<file path="src/pwm_timer_pkg.sv">
// Shared constants, register map and types for the dual channel PWM timer
package pwm_timer_pkg;

    localparam int CHANNELS = 2;
    localparam int CNT_W = 16;
    localparam int BYTE_W = 8;
    localparam int DATA_W = 32;
    localparam int ADDR_W = 12;
    localparam int PSC_W = 3;
    localparam int DIV_W = 7;
    localparam int IDX_W = 6;
    localparam int FLAGS_W = 4;

    // Register indices; byte address is four times the index, plus the bank offset
    localparam logic [IDX_W-1:0] IDX_FLAGS = 6'h17;
    localparam logic [IDX_W-1:0] IDX_MASK = 6'h1d;
    localparam logic [IDX_W-1:0] IDX_SELECT = 6'h16;
    localparam logic [IDX_W-1:0] IDX_CTRL1 = 6'h17;
    localparam logic [IDX_W-1:0] IDX_PWM1_PERIOD_LOW = 6'h18;
    localparam logic [IDX_W-1:0] IDX_PWM1_PERIOD_HIGH = 6'h19;
    localparam logic [IDX_W-1:0] IDX_DUTY1L = 6'h1a;
    localparam logic [IDX_W-1:0] IDX_DUTY1H = 6'h1b;
    localparam logic [IDX_W-1:0] IDX_CNT1L = 6'h1c;
    localparam logic [IDX_W-1:0] IDX_CNT1H = 6'h1d;
    localparam logic [IDX_W-1:0] IDX_CTRL2 = 6'h1e;
    localparam logic [IDX_W-1:0] IDX_PWM2_PERIOD_LOW = 6'h1f;
    localparam logic [IDX_W-1:0] IDX_PWM2_PERIOD_HIGH = 6'h20;
    localparam logic [IDX_W-1:0] IDX_DUTY2L = 6'h21;
    localparam logic [IDX_W-1:0] IDX_DUTY2H = 6'h22;
    localparam logic [IDX_W-1:0] IDX_CNT2L = 6'h23;
    localparam logic [IDX_W-1:0] IDX_CNT2H = 6'h24;

    // Address layout: [1:0] byte, [7:2] index, [8] bank (1 = flag and mask bank), [11:9] zero
    localparam int IDX_LSB = 2;
    localparam int BANK_BIT = 8;
    localparam int TOP_LSB = 9;

    // Control register fields
    localparam int CTRL_OE_BIT = 7;
    localparam int CTRL_TEN_BIT = 3;
    localparam int CTRL_PSC_LSB = 0;

    // Flag and mask layout: two bits per channel
    localparam int FLAG_DUTY_OFS = 0;
    localparam int FLAG_PRD_OFS = 1;
    localparam int FLAG_STRIDE = 2;

    localparam logic [CNT_W-1:0] CNT_RESET = 16'h0000;
    localparam logic [FLAGS_W-1:0] FLAGS_RESET = 4'h0;

    typedef enum logic [3:0] {
        FLD_NONE, FLD_CTRL, FLD_PRD_LO, FLD_PRD_HI, FLD_DUTY_LO, FLD_DUTY_HI,
        FLD_CNT_LO, FLD_CNT_HI, FLD_FLAGS, FLD_MASK, FLD_SELECT
    } reg_field_type;

    typedef struct packed {
        logic hit;
        logic chan;
        reg_field_type field;
    } reg_decode_type;

    typedef struct packed {
        logic output_en;
        logic timer_en;
        logic [PSC_W-1:0] prescale;
    } chan_ctrl_type;

    localparam chan_ctrl_type CTRL_RESET = '{output_en: 1'b0, timer_en: 1'b0, prescale: 3'h0};

endpackage

</file>
<file path="src/dual_channel_pwm_timer.sv">
// Two PWM channels with counters, period and duty logic, behind an APB slave
`timescale 1ns/10ps

module dual_channel_pwm_timer
    import pwm_timer_pkg::*;
(
    input wire logic core_clk, // System clock, 100 MHz
    input wire logic reset_n, // Synchronous reset, active low
    input wire logic psel, // APB select
    input wire logic penable, // APB access phase
    input wire logic pwrite, // APB write when high
    input wire logic [ADDR_W-1:0] paddr, // APB byte address
    input wire logic [DATA_W-1:0] pwdata, // APB write data
    output logic [DATA_W-1:0] prdata, // APB read data
    output logic pready, // APB ready, always high
    output logic pslverr, // APB error on unmapped address
    output logic [CHANNELS-1:0] pwm_out, // PWM pin level per channel
    output logic [CHANNELS-1:0] pwm_oe, // PWM pin drive enable per channel
    output logic [FLAGS_W-1:0] irq_req // Masked event requests
);

    // Map an APB address to a register; shared by the write and read paths
    function automatic reg_decode_type decode(input logic [ADDR_W-1:0] addr);
        reg_decode_type d;
        logic [IDX_W-1:0] idx;
        d = '{hit: 1'b0, chan: 1'b0, field: FLD_NONE};
        idx = addr[IDX_LSB +: IDX_W];
        if (addr[IDX_LSB-1:0] == '0 && addr[ADDR_W-1:TOP_LSB] == '0) begin
            if (addr[BANK_BIT]) begin
                unique case (idx)
                    IDX_FLAGS: d.field = FLD_FLAGS;
                    IDX_MASK: d.field = FLD_MASK;
                    default: d.field = FLD_NONE;
                endcase
            end else begin
                unique case (idx)
                    IDX_SELECT: d.field = FLD_SELECT;
                    IDX_CTRL1: d.field = FLD_CTRL;
                    IDX_PWM1_PERIOD_LOW: d.field = FLD_PRD_LO;
                    IDX_PWM1_PERIOD_HIGH: d.field = FLD_PRD_HI;
                    IDX_DUTY1L: d.field = FLD_DUTY_LO;
                    IDX_DUTY1H: d.field = FLD_DUTY_HI;
                    IDX_CNT1L: d.field = FLD_CNT_LO;
                    IDX_CNT1H: d.field = FLD_CNT_HI;
                    IDX_CTRL2: d.field = FLD_CTRL;
                    IDX_PWM2_PERIOD_LOW: d.field = FLD_PRD_LO;
                    IDX_PWM2_PERIOD_HIGH: d.field = FLD_PRD_HI;
                    IDX_DUTY2L: d.field = FLD_DUTY_LO;
                    IDX_DUTY2H: d.field = FLD_DUTY_HI;
                    IDX_CNT2L: d.field = FLD_CNT_LO;
                    IDX_CNT2H: d.field = FLD_CNT_HI;
                    default: d.field = FLD_NONE;
                endcase
                d.chan = (idx >= IDX_CTRL2);
            end
            d.hit = (d.field != FLD_NONE);
        end
        return d;
    endfunction

    reg_decode_type acc;
    logic wr_en;
    logic [BYTE_W-1:0] wbyte;

    chan_ctrl_type ctrl_q [CHANNELS];
    logic [CNT_W-1:0] period_stage_q [CHANNELS];
    logic [CNT_W-1:0] period_pend_q [CHANNELS];
    logic [CNT_W-1:0] period_act_q [CHANNELS];
    logic [CNT_W-1:0] duty_value_q [CHANNELS];
    logic [CNT_W-1:0] duty_latch_q [CHANNELS];
    logic [CNT_W-1:0] count_q [CHANNELS];
    logic [CHANNELS-1:0] level_q;
    logic [CHANNELS-1:0] matched_q;
    logic [CHANNELS-1:0] select_q;
    logic [FLAGS_W-1:0] mask_q;
    logic [FLAGS_W-1:0] flags_q;
    logic [FLAGS_W-1:0] flag_set;
    logic [FLAGS_W-1:0] flag_clr;
    logic [DATA_W-1:0] rdata_q;
    logic [DATA_W-1:0] rdata_d;

    assign acc = decode(paddr);
    assign wbyte = pwdata[BYTE_W-1:0];
    // Zero wait states: every access completes in its first access cycle
    assign pready = 1'b1;
    assign wr_en = psel && penable && pwrite && acc.hit;
    assign pslverr = psel && penable && !acc.hit;
    assign prdata = rdata_q;

    genvar c;
    generate
        for (c = 0; c < CHANNELS; c++) begin : g_ch
            logic tick;
            logic wrap;
            logic load_latch;
            logic duty_evt;
            logic [CNT_W-1:0] next_count;
            logic [CNT_W-1:0] latch_next;
            logic sel;

            assign sel = wr_en && (acc.chan == 1'(c));

            pwm_prescaler u_psc (
                .core_clk(core_clk),
                .reset_n(reset_n),
                .run(ctrl_q[c].timer_en),
                .code(ctrl_q[c].prescale),
                .tick(tick)
            );

            always_comb begin
                wrap = tick && (count_q[c] == period_act_q[c]);
                next_count = wrap ? CNT_RESET : CNT_W'(count_q[c] + 1'b1);
                // A latch beyond the period can never match, so it must not block reload
                load_latch = wrap && (matched_q[c] || duty_latch_q[c] > period_act_q[c]);
                latch_next = load_latch ? duty_value_q[c] : duty_latch_q[c];
                duty_evt = tick && (next_count == latch_next);
            end

            always_ff @(posedge core_clk) begin
                if (!reset_n) begin
                    ctrl_q[c] <= CTRL_RESET;
                end else if (sel && acc.field == FLD_CTRL) begin
                    ctrl_q[c].output_en <= wbyte[CTRL_OE_BIT];
                    ctrl_q[c].timer_en <= wbyte[CTRL_TEN_BIT];
                    ctrl_q[c].prescale <= wbyte[CTRL_PSC_LSB +: PSC_W];
                end
            end

            // High byte only stages; the low byte write commits both halves
            always_ff @(posedge core_clk) begin
                if (!reset_n) begin
                    period_stage_q[c] <= CNT_RESET;
                    period_pend_q[c] <= CNT_RESET;
                end else if (sel && acc.field == FLD_PRD_HI) begin
                    period_stage_q[c][CNT_W-1:BYTE_W] <= wbyte;
                end else if (sel && acc.field == FLD_PRD_LO) begin
                    period_stage_q[c][BYTE_W-1:0] <= wbyte;
                    period_pend_q[c] <= {period_stage_q[c][CNT_W-1:BYTE_W], wbyte};
                end
            end

            always_ff @(posedge core_clk) begin
                if (!reset_n) begin
                    duty_value_q[c] <= CNT_RESET;
                end else if (sel && acc.field == FLD_DUTY_HI) begin
                    duty_value_q[c][CNT_W-1:BYTE_W] <= wbyte;
                end else if (sel && acc.field == FLD_DUTY_LO) begin
                    duty_value_q[c][BYTE_W-1:0] <= wbyte;
                end
            end

            // Active period and duty latch change only at a cycle boundary or while stopped
            always_ff @(posedge core_clk) begin
                if (!reset_n) begin
                    period_act_q[c] <= CNT_RESET;
                    duty_latch_q[c] <= CNT_RESET;
                end else if (!ctrl_q[c].timer_en) begin
                    period_act_q[c] <= period_pend_q[c];
                    duty_latch_q[c] <= duty_value_q[c];
                end else begin
                    if (wrap) begin
                        period_act_q[c] <= period_pend_q[c];
                    end
                    duty_latch_q[c] <= latch_next;
                end
            end

            always_ff @(posedge core_clk) begin
                if (!reset_n) begin
                    count_q[c] <= CNT_RESET;
                end else if (ctrl_q[c].timer_en && tick) begin
                    count_q[c] <= next_count;
                end
            end

            always_ff @(posedge core_clk) begin
                if (!reset_n) begin
                    matched_q[c] <= 1'b0;
                end else if (!ctrl_q[c].timer_en) begin
                    matched_q[c] <= 1'b0;
                end else if (duty_evt) begin
                    matched_q[c] <= 1'b1;
                end else if (load_latch) begin
                    matched_q[c] <= 1'b0;
                end
            end

            // Low on duty match wins, which also keeps a zero duty low at wrap
            always_ff @(posedge core_clk) begin
                if (!reset_n) begin
                    level_q[c] <= 1'b0;
                end else if (!ctrl_q[c].timer_en) begin
                    level_q[c] <= 1'b0;
                end else if (duty_evt) begin
                    level_q[c] <= 1'b0;
                end else if (wrap) begin
                    level_q[c] <= 1'b1;
                end
            end

            assign flag_set[c*FLAG_STRIDE + FLAG_DUTY_OFS] = duty_evt;
            assign flag_set[c*FLAG_STRIDE + FLAG_PRD_OFS] = wrap;
            assign pwm_out[c] = level_q[c] && ctrl_q[c].output_en;
            assign pwm_oe[c] = select_q[c];

        end
    endgenerate

    assign flag_clr = (wr_en && acc.field == FLD_FLAGS) ? ~wbyte[FLAGS_W-1:0] : '0;

    // Writing zero clears a flag; a same-cycle event still sets it
    always_ff @(posedge core_clk) begin
        if (!reset_n) begin
            flags_q <= FLAGS_RESET;
        end else begin
            flags_q <= (flags_q & ~flag_clr) | flag_set;
        end
    end

    always_ff @(posedge core_clk) begin
        if (!reset_n) begin
            mask_q <= FLAGS_RESET;
        end else if (wr_en && acc.field == FLD_MASK) begin
            mask_q <= wbyte[FLAGS_W-1:0];
        end
    end

    always_ff @(posedge core_clk) begin
        if (!reset_n) begin
            select_q <= '0;
        end else if (wr_en && acc.field == FLD_SELECT) begin
            select_q <= wbyte[CHANNELS-1:0];
        end
    end

    assign irq_req = flags_q & mask_q;

    always_comb begin
        rdata_d = '0;
        unique case (acc.field)
            FLD_CTRL: rdata_d[BYTE_W-1:0] = {ctrl_q[acc.chan].output_en, 3'h0,
                ctrl_q[acc.chan].timer_en, ctrl_q[acc.chan].prescale};
            FLD_PRD_LO: rdata_d[BYTE_W-1:0] = period_stage_q[acc.chan][BYTE_W-1:0];
            FLD_PRD_HI: rdata_d[BYTE_W-1:0] = period_stage_q[acc.chan][CNT_W-1:BYTE_W];
            FLD_DUTY_LO: rdata_d[BYTE_W-1:0] = duty_value_q[acc.chan][BYTE_W-1:0];
            FLD_DUTY_HI: rdata_d[BYTE_W-1:0] = duty_value_q[acc.chan][CNT_W-1:BYTE_W];
            FLD_CNT_LO: rdata_d[BYTE_W-1:0] = count_q[acc.chan][BYTE_W-1:0];
            FLD_CNT_HI: rdata_d[BYTE_W-1:0] = count_q[acc.chan][CNT_W-1:BYTE_W];
            FLD_FLAGS: rdata_d[FLAGS_W-1:0] = flags_q;
            FLD_MASK: rdata_d[FLAGS_W-1:0] = mask_q;
            FLD_SELECT: rdata_d[CHANNELS-1:0] = select_q;
            FLD_NONE: rdata_d = '0;
        endcase
    end

    // Read data captured in the setup cycle so it stands for the whole access phase
    always_ff @(posedge core_clk) begin
        if (!reset_n) begin
            rdata_q <= '0;
        end else if (psel && !penable) begin
            rdata_q <= pwrite ? '0 : rdata_d;
        end
    end
endmodule

</file>
<file path="src/pwm_prescaler.sv">
// Power-of-two prescaler producing the counter increment tick
`timescale 1ns/10ps
module pwm_prescaler
    import pwm_timer_pkg::*;
(
    input wire logic core_clk, // System clock
    input wire logic reset_n, // Synchronous reset, active low
    input wire logic run, // Channel timer enabled
    input wire logic [PSC_W-1:0] code, // Prescale code, ratio is two to the code
    output logic tick // One-cycle increment strobe
);
    logic [DIV_W-1:0] div_q;
    logic [DIV_W-1:0] mask;

    // Code zero gives a mask of zero, so every cycle ticks
    assign mask = ~({DIV_W{1'b1}} << code);
    assign tick = run && ((div_q | ~mask) == {DIV_W{1'b1}});

    // Held at zero while stopped so the first tick after enabling is a full ratio away
    always_ff @(posedge core_clk) begin
        if (!reset_n) begin
            div_q <= '0;
        end else if (run) begin
            div_q <= DIV_W'(div_q + 1'b1);
        end else begin
            div_q <= '0;
        end
    end
endmodule

</file>
<file path="config.mk">
export PLATFORM = sky130hd
export DESIGN_NAME = dual_channel_pwm_timer
export DESIGN_NICKNAME = d
export VERILOG_FILES = /design/src/pwm_timer_pkg.sv /design/src/dual_channel_pwm_timer.sv /design/src/pwm_prescaler.sv
export SDC_FILE = /design/constraint.sdc
export NUM_CORES = 1
export LEC_CHECK = 0
export BUFFER_PORTS_ARGS = -buffer_cell sky130_fd_sc_hd__buf_2
export CORE_MARGIN = 2
export CORE_UTILIZATION = 46
export CTS_CLUSTER_DIAMETER = 40
export DETAILED_ROUTE_END_ITERATION = 16
export PLACE_DENSITY = 0.64
export SLEW_MARGIN = 20
export SYNTH_ARGS = -nofsm -noshare
export SYNTH_HDL_FRONTEND = slang
export SYNTH_SLANG_ARGS = --single-unit
</file>
<file path="constraint.sdc">
create_clock -name core_clk -period 6.45 [get_ports core_clk]
set_input_delay 1.29 -clock core_clk [delete_from_list [all_inputs] [get_ports core_clk]]
set_output_delay 1.29 -clock core_clk [all_outputs]
set_load 0.05 [all_outputs]
</file>
Word level (Yosys, flattened, before mapping) --
Memory sizes are Yosys's and may differ from the RTL's. Index checks and enable logic that the tools add are counted.
Cells by class: reduce and logical (&&, ||, !) cells 47, $add $sub $neg 4, bitwise logic cells 41, eq/ne operators 18, shift operators 2, magnitude comparators 3, muxes and demuxes 105
Operator list (count):
- $mux W16 | 16
- $mux W8 | 9
- $mux W1 | 70
- $eq A16 B16 Y1 | 4
- $logic_and A1 B1 Y1 | 33
- $add A16 B1 Y16 const B | 2
- $gt A16 B16 Y1 | 2
- $not A7 Y7 | 4
- $pmux W4 S7 | 1
- $or A1 B1 Y1 | 26
- $pmux W2 S11 | 1
- $pmux W2 S9 | 1
- $eq A4 B3 Y1 const B | 4
- $add A7 B1 Y7 const B | 2
- $eq A7 B7 Y1 const B | 2
- $or A7 B7 Y7 | 2
- $shl A7 B3 Y7 const A | 2
- $eq A4 B4 Y1 const B | 3
- $eq A6 B5 Y1 const B | 2
- $mux W4 | 3
- $and A4 B4 Y4 | 2
- $eq A4 B2 Y1 const B | 2
- $not A4 Y4 | 2
- $pmux W4 S2 | 1
- 15 further kinds | 24
Storage, ports and cells: register bits 60, memory bits (read-only) 256, memories 8, bits in writable memories 202
Memories:
- (no name shown) | depth 64, bits a word 4, rd ports 1, clocked after memory_dff 0, wr ports 0, RTL line dual_channel_pwm_timer.sv:36 | unique case (idx)
- count_q | depth 2, bits a word 16, rd ports 3, clocked after memory_dff 0, wr ports 2, RTL line dual_channel_pwm_timer.sv:71 | logic [CNT_W-1:0] count_q [CHANNELS];
- duty_latch_q | depth 2, bits a word 16, rd ports 2, clocked after memory_dff 0, wr ports 2, RTL line dual_channel_pwm_timer.sv:70 | logic [CNT_W-1:0] duty_latch_q [CHANNELS];
- duty_value_q | depth 2, bits a word 16, rd ports 3, clocked after memory_dff 0, wr ports 2, RTL line dual_channel_pwm_timer.sv:69 | logic [CNT_W-1:0] duty_value_q [CHANNELS];
- period_act_q | depth 2, bits a word 16, rd ports 2, clocked after memory_dff 0, wr ports 2, RTL line dual_channel_pwm_timer.sv:68 | logic [CNT_W-1:0] period_act_q [CHANNELS];
- period_pend_q | depth 2, bits a word 16, rd ports 2, clocked after memory_dff 0, wr ports 2, RTL line dual_channel_pwm_timer.sv:67 | logic [CNT_W-1:0] period_pend_q [CHANNELS];
- 2 more memories

Depth between registers and ports, before layout --
depth in word-level cells 14, mapped depth 14, depth with buffers taken out 11

Cells and area by module --
From an unflattened synthesis, not the netlist that was laid out.
Second synthesis, totals: cells, all modules 1231, area total of the unflattened synthesis 13005.0 um^2
By module, submodules not included:
- dual_channel_pwm_timer | cells an instance 1155, area an instance 12349.3 um^2, instances 1
- pwm_prescaler | cells an instance 38, area an instance 327.8 um^2, instances 2

Worst setup path before layout --
Ideal clock, no wire load.
path kind input to output, start point in paddr[2], end point out pslverr, slack 1.901 ns, arrival time 3.259 ns, stages 8, buffers on the path 0, cell sequence inv_1 > ha_1 > mux2_4 > a32o_1 > o31ai_4 > o21ai_1 > o21ai_1 > and3_1
On the way: cells in the longest elaborated chain, start to end 8, elaborated cells on any way between the ends 10
RTL lines:
- from (decl) | RTL line dual_channel_pwm_timer.sv:12 | input wire logic [ADDR_W-1:0] paddr,
- branches (longest 2 deep; another with $mem_v2 Z64 W4)
- $mux W4 (*) | RTL line dual_channel_pwm_timer.sv:29 | if (addr[BANK_BIT]) begin
- $mux W4 (*) | RTL line dual_channel_pwm_timer.sv:28 | if (addr[IDX_LSB-1:0] == '0 && addr[ADDR_W-1:TOP_LSB] == '0) begin
- $reduce_bool A4 Y1 (*) | RTL line dual_channel_pwm_timer.sv:56 | d.hit = (d.field != FLD_NONE);
- $mux W6 (*) | RTL line dual_channel_pwm_timer.sv:28
- $logic_not A1 Y1 (*) | RTL line dual_channel_pwm_timer.sv:87 | assign pslverr = psel && penable && !acc.hit;
- $logic_and A1 B1 Y1 (*) | RTL line dual_channel_pwm_timer.sv:87
- to (decl) | RTL line dual_channel_pwm_timer.sv:16 | output logic pslverr,
Every way passes the cells marked *. The select of a mux whose other input is x is not followed.

Final worst setup path --
Same ends and word-level chain as after synthesis.

==> run_results.csv <==
group,metric,value,unit
setup_path,setup.worst_path.end_class,"primary output",
yosys,netlist_instances,1215,
detailed_routing,drtPass1Iterations,5,
floorplanning,die_x,170.3,µm
clock_network,clock_path_buffers,3,
clock_network,cts_max_level,2,
detailed_routing,drtIter0Drc,919,
clock_network,root_buffer,"clkbuf_16",
sta,max_slew_margin,26.30,%
placed_design,pre_cts_ws,1376,ps
layout,multi_input_area,5978,µm²
placed_design,place_inst,1578,
placed_design,finalWeightedCongestion,0.9316,
layout,fillers,2407,
layout,regArea,6306,µm²
layout,fin_nets,1366,
global_route,grt_start_max_net_pins,36,
yosys,yosysTopAreaCell,"edfxtp_1",
setup_path,cp_top_family,"compound AO/OA/AOI/OAI gates",
global_route,grt_overflow,0,
clock_network,clock_sinks,222,
flow_run,maxCapViolCount,0,
layout,drive_above_1_share,10.05,%
floorplanning,pin_count,91,
sta,fin_crit,4966,ps
setup_path,cp_cell_sequence,"buf_2 > inv_1 > ha_1 > mux2_4 > a32o_1 > o31ai_4 > buf_4 > o21ai_1 > o21ai_1 > and3_1 > buf_2",
clock_network,path_clk_slew,60,ps
power,p_sw,0.001039,W
placed_design,io_buffers,41,
yosys,synth_ff_type,"edfxtp_1",
yosys,syn_area,12720,µm²
detailed_routing,vias_per_cell,5.849,
sta,setup_viol,0,
clock_network,cts_buffers,36,
floorplanning,die_area,29010,µm²
detailed_routing,postRouteAntennaNets,0,
yosys,synth_area_leaders,"edfxtp_1, and2_1, dfxtp_1",
detailed_routing,wire_per_inst,21.86,µm
global_route,antenna_found_initial,1,
power,pwr-share-clk,48.6,%
clock_network,clock_latency,540,ps
setup_path,arrival,3680,ps
floorplanning,die_y,170.3,µm
sta,hold_viol_final,0,
floorplanning,rows,60,
floorplanning,core_area,27030,µm²
setup_path,slowest_stage,"ha_1",
sta,worst_slack,1484,ps
yosys,ys_seq_area_share,49.56,%
sta,fmax,201.4,MHz
sta,rsz0062_at_grt,"false",
layout,syn2layout_area_growth,13.02,%
yosys,ys_async_sr_fraction,0,%
power,p_seq_share,43.6,%
clock_network,cts_resized,0,
global_route,grt_pass1_wl,55210,µm
yosys,post-synth-top-count-cell,"edfxtp_1",
yosys,synth_edf_count,186,
setup_path,worstPathMaxFanout,14,
floorplanning,initial_core_util,47.08,%
global_route,grt_use_total,25.44,%
power,p_int,0.002918,W
yosys,synth_seq_cells,222,
sta,fin_crit_sh,76.99,%
placed_design,hpwl,26260,µm
clock_network,cts_setup_buffers,0,
detailed_routing,wl,35960,µm
setup_path,cp.required,5160,ps
global_route,first_global_vias,9493,
run_status,status,"finished clean",
layout,post-route-cell-area,14380,µm²
setup_path,slowest_delay,320,ps
sta,tightest_slew,1105,ps
setup_path,cp_num_buf_inv,4,
detailed_routing,drc_errors,0,
sta,finClkSkew,26.98,ps
power,switching_share,26.25,%
sta,drv_slew,0,
clock_network,cts_hold_buf,0,
placed_design,placed_cell_area,13180,µm²
worst_hold_path,min_path_type,"flop to flop",
yosys,yosysWarnings,0,
clock_network,cts_tree,"done",
yosys,yosysTopAreaCellShare,43.90,%
power,p_leak,5.290,nW
yosys,ys_types,79,
detailed_routing,vias,9622,
yosys,avgSynthCellArea,10.47,µm²
sta,finalSetupTns,0,ps
setup_path,cp-start-kind,"primary input",
power,power_density,275.1,nW/µm²
power,pwr-share-comb,7.8,%
setup_path,crit_type,"primary input to primary output",
yosys,synth_common_cells,"edfxtp_1, and2_1, nor2_1",
power,vdd_drop_max,0.2239,mV
layout,instances_no_fill,1645,
-- per-stage QoR --
stage | hold WS [ps] | utilization [%] | power, W
CTS | 470.4 | 53.20 | 0.003970
finish | 470.4 | 53.21 | 0.003956
detailed placement | 460.7 | 48.75 | 0.002051
global route | 492.4 | 53.20 | 0.004079
floorplan | 438.0 | - | 0.001947
global placement | 453.4 | 48.72 | 0.002043
-- worst register-to-register path: cells and delay by family (launching register included) --
kind,cells,cell delay [ps]
flops,1,590
mux,1,290
xor+xnor,1,250
compound gates,1,1080
simple gates,4,1670
-- flip-flops by register name, summed over array words and instances, names as in the netlist --
register	count
g_ch.u_psc.div_q	14
ctrl_q	10
matched_q	2
period_stage_q	23
count_q	32
mask_q	4
duty_latch_q	32
duty_value_q	32
prdata	8
flags_q	4
period_pend_q	25
period_act_q	32
level_q	2
pwm_oe	2
-- layout by cell type, fill, tap and decap left out, drive strengths merged, types with 4 or more instances in the layout --
cell type,instances
o21ai,52
nand3,40
o2111ai,6
a22oi,6
inv,65
or4,5
a221oi,10
and2,133
o211ai,6
o221ai,6
clkbuf,44
a21oi,49
nor2,105
nand2b,12
mux2i,35
xor2,23
nor3,19
edfxtp,186
xnor2,56
nand2,68
a22o,20
conb,57
ha,42
nand4,32
buf,47
nor4,16
or3,8
clkinv,8
dfxtp,36
o22ai,8
nor3b,5
mux2,6
and3,14
a21o,10
and4,8
a31oi,4
a211oi,9
-- cell type report --
type / instances / area share [%]
flip-flops and latches: 222 / 43.85
multi-input cells: 911 / 41.57
clock buffers: 44 / 6.474
well taps: 341 / 2.967
clock inverters: 22 / 1.888
repair buffers: 47 / 1.740
inverters: 57 / 1.488
diodes: 1 / 0.01740
-- power groups by stage --
stage                     Combinational [W]  Clock [W]  Sequential (W)
after global placement             0.000296          0         0.00175
after CTS                          0.000305    0.00194         0.00172
final                              0.000309    0.00192         0.00172
after detailed placement           0.000303          0         0.00175
after global routing               0.000341    0.00201         0.00173
after floorplan                    0.000256          0         0.00169
-- routing by layer --
metal / vias to the layer above / GRT usage (%) / part of all wire [%]
met1: 4555 / 34.27 / 42
met4: 0 / 10.26 / 3.8
met2: 490 / 41.07 / 46
met3: 88 / 4.140 / 8.3
li1: 4489 / - / -
met5: - / 0 / 0
-- cell families (layout without fill, tap and decap cells) --
kind of cell	Yosys count	count (layout)	synth area share, %
fa+ha+maj	43	43	4.209
buf+inv	137	170	5.163
xor+xnor	79	79	5.438
other cells	2	58	0.05902
flops	222	222	49.56
mux	43	43	3.668
compound gates	213	213	11.68
simple gates	476	476	20.22
-- path summary, 6_finish.rpt --
kind / from / endpoint / slack, ps / depth (start not counted)
max: paddr[2] / pslverr / 1480 / 11
min: g_ch[0].u_psc.div_q[0] / g_ch[0].u_psc.div_q[0] / 470 / 1
min reg2reg: g_ch[0].u_psc.div_q[0] / g_ch[0].u_psc.div_q[0] / 470 / 1
max reg2reg: count_q[0][6] / duty_latch_q[0][5] / 2310 / 7
Power figures use the tool's default switching activity.
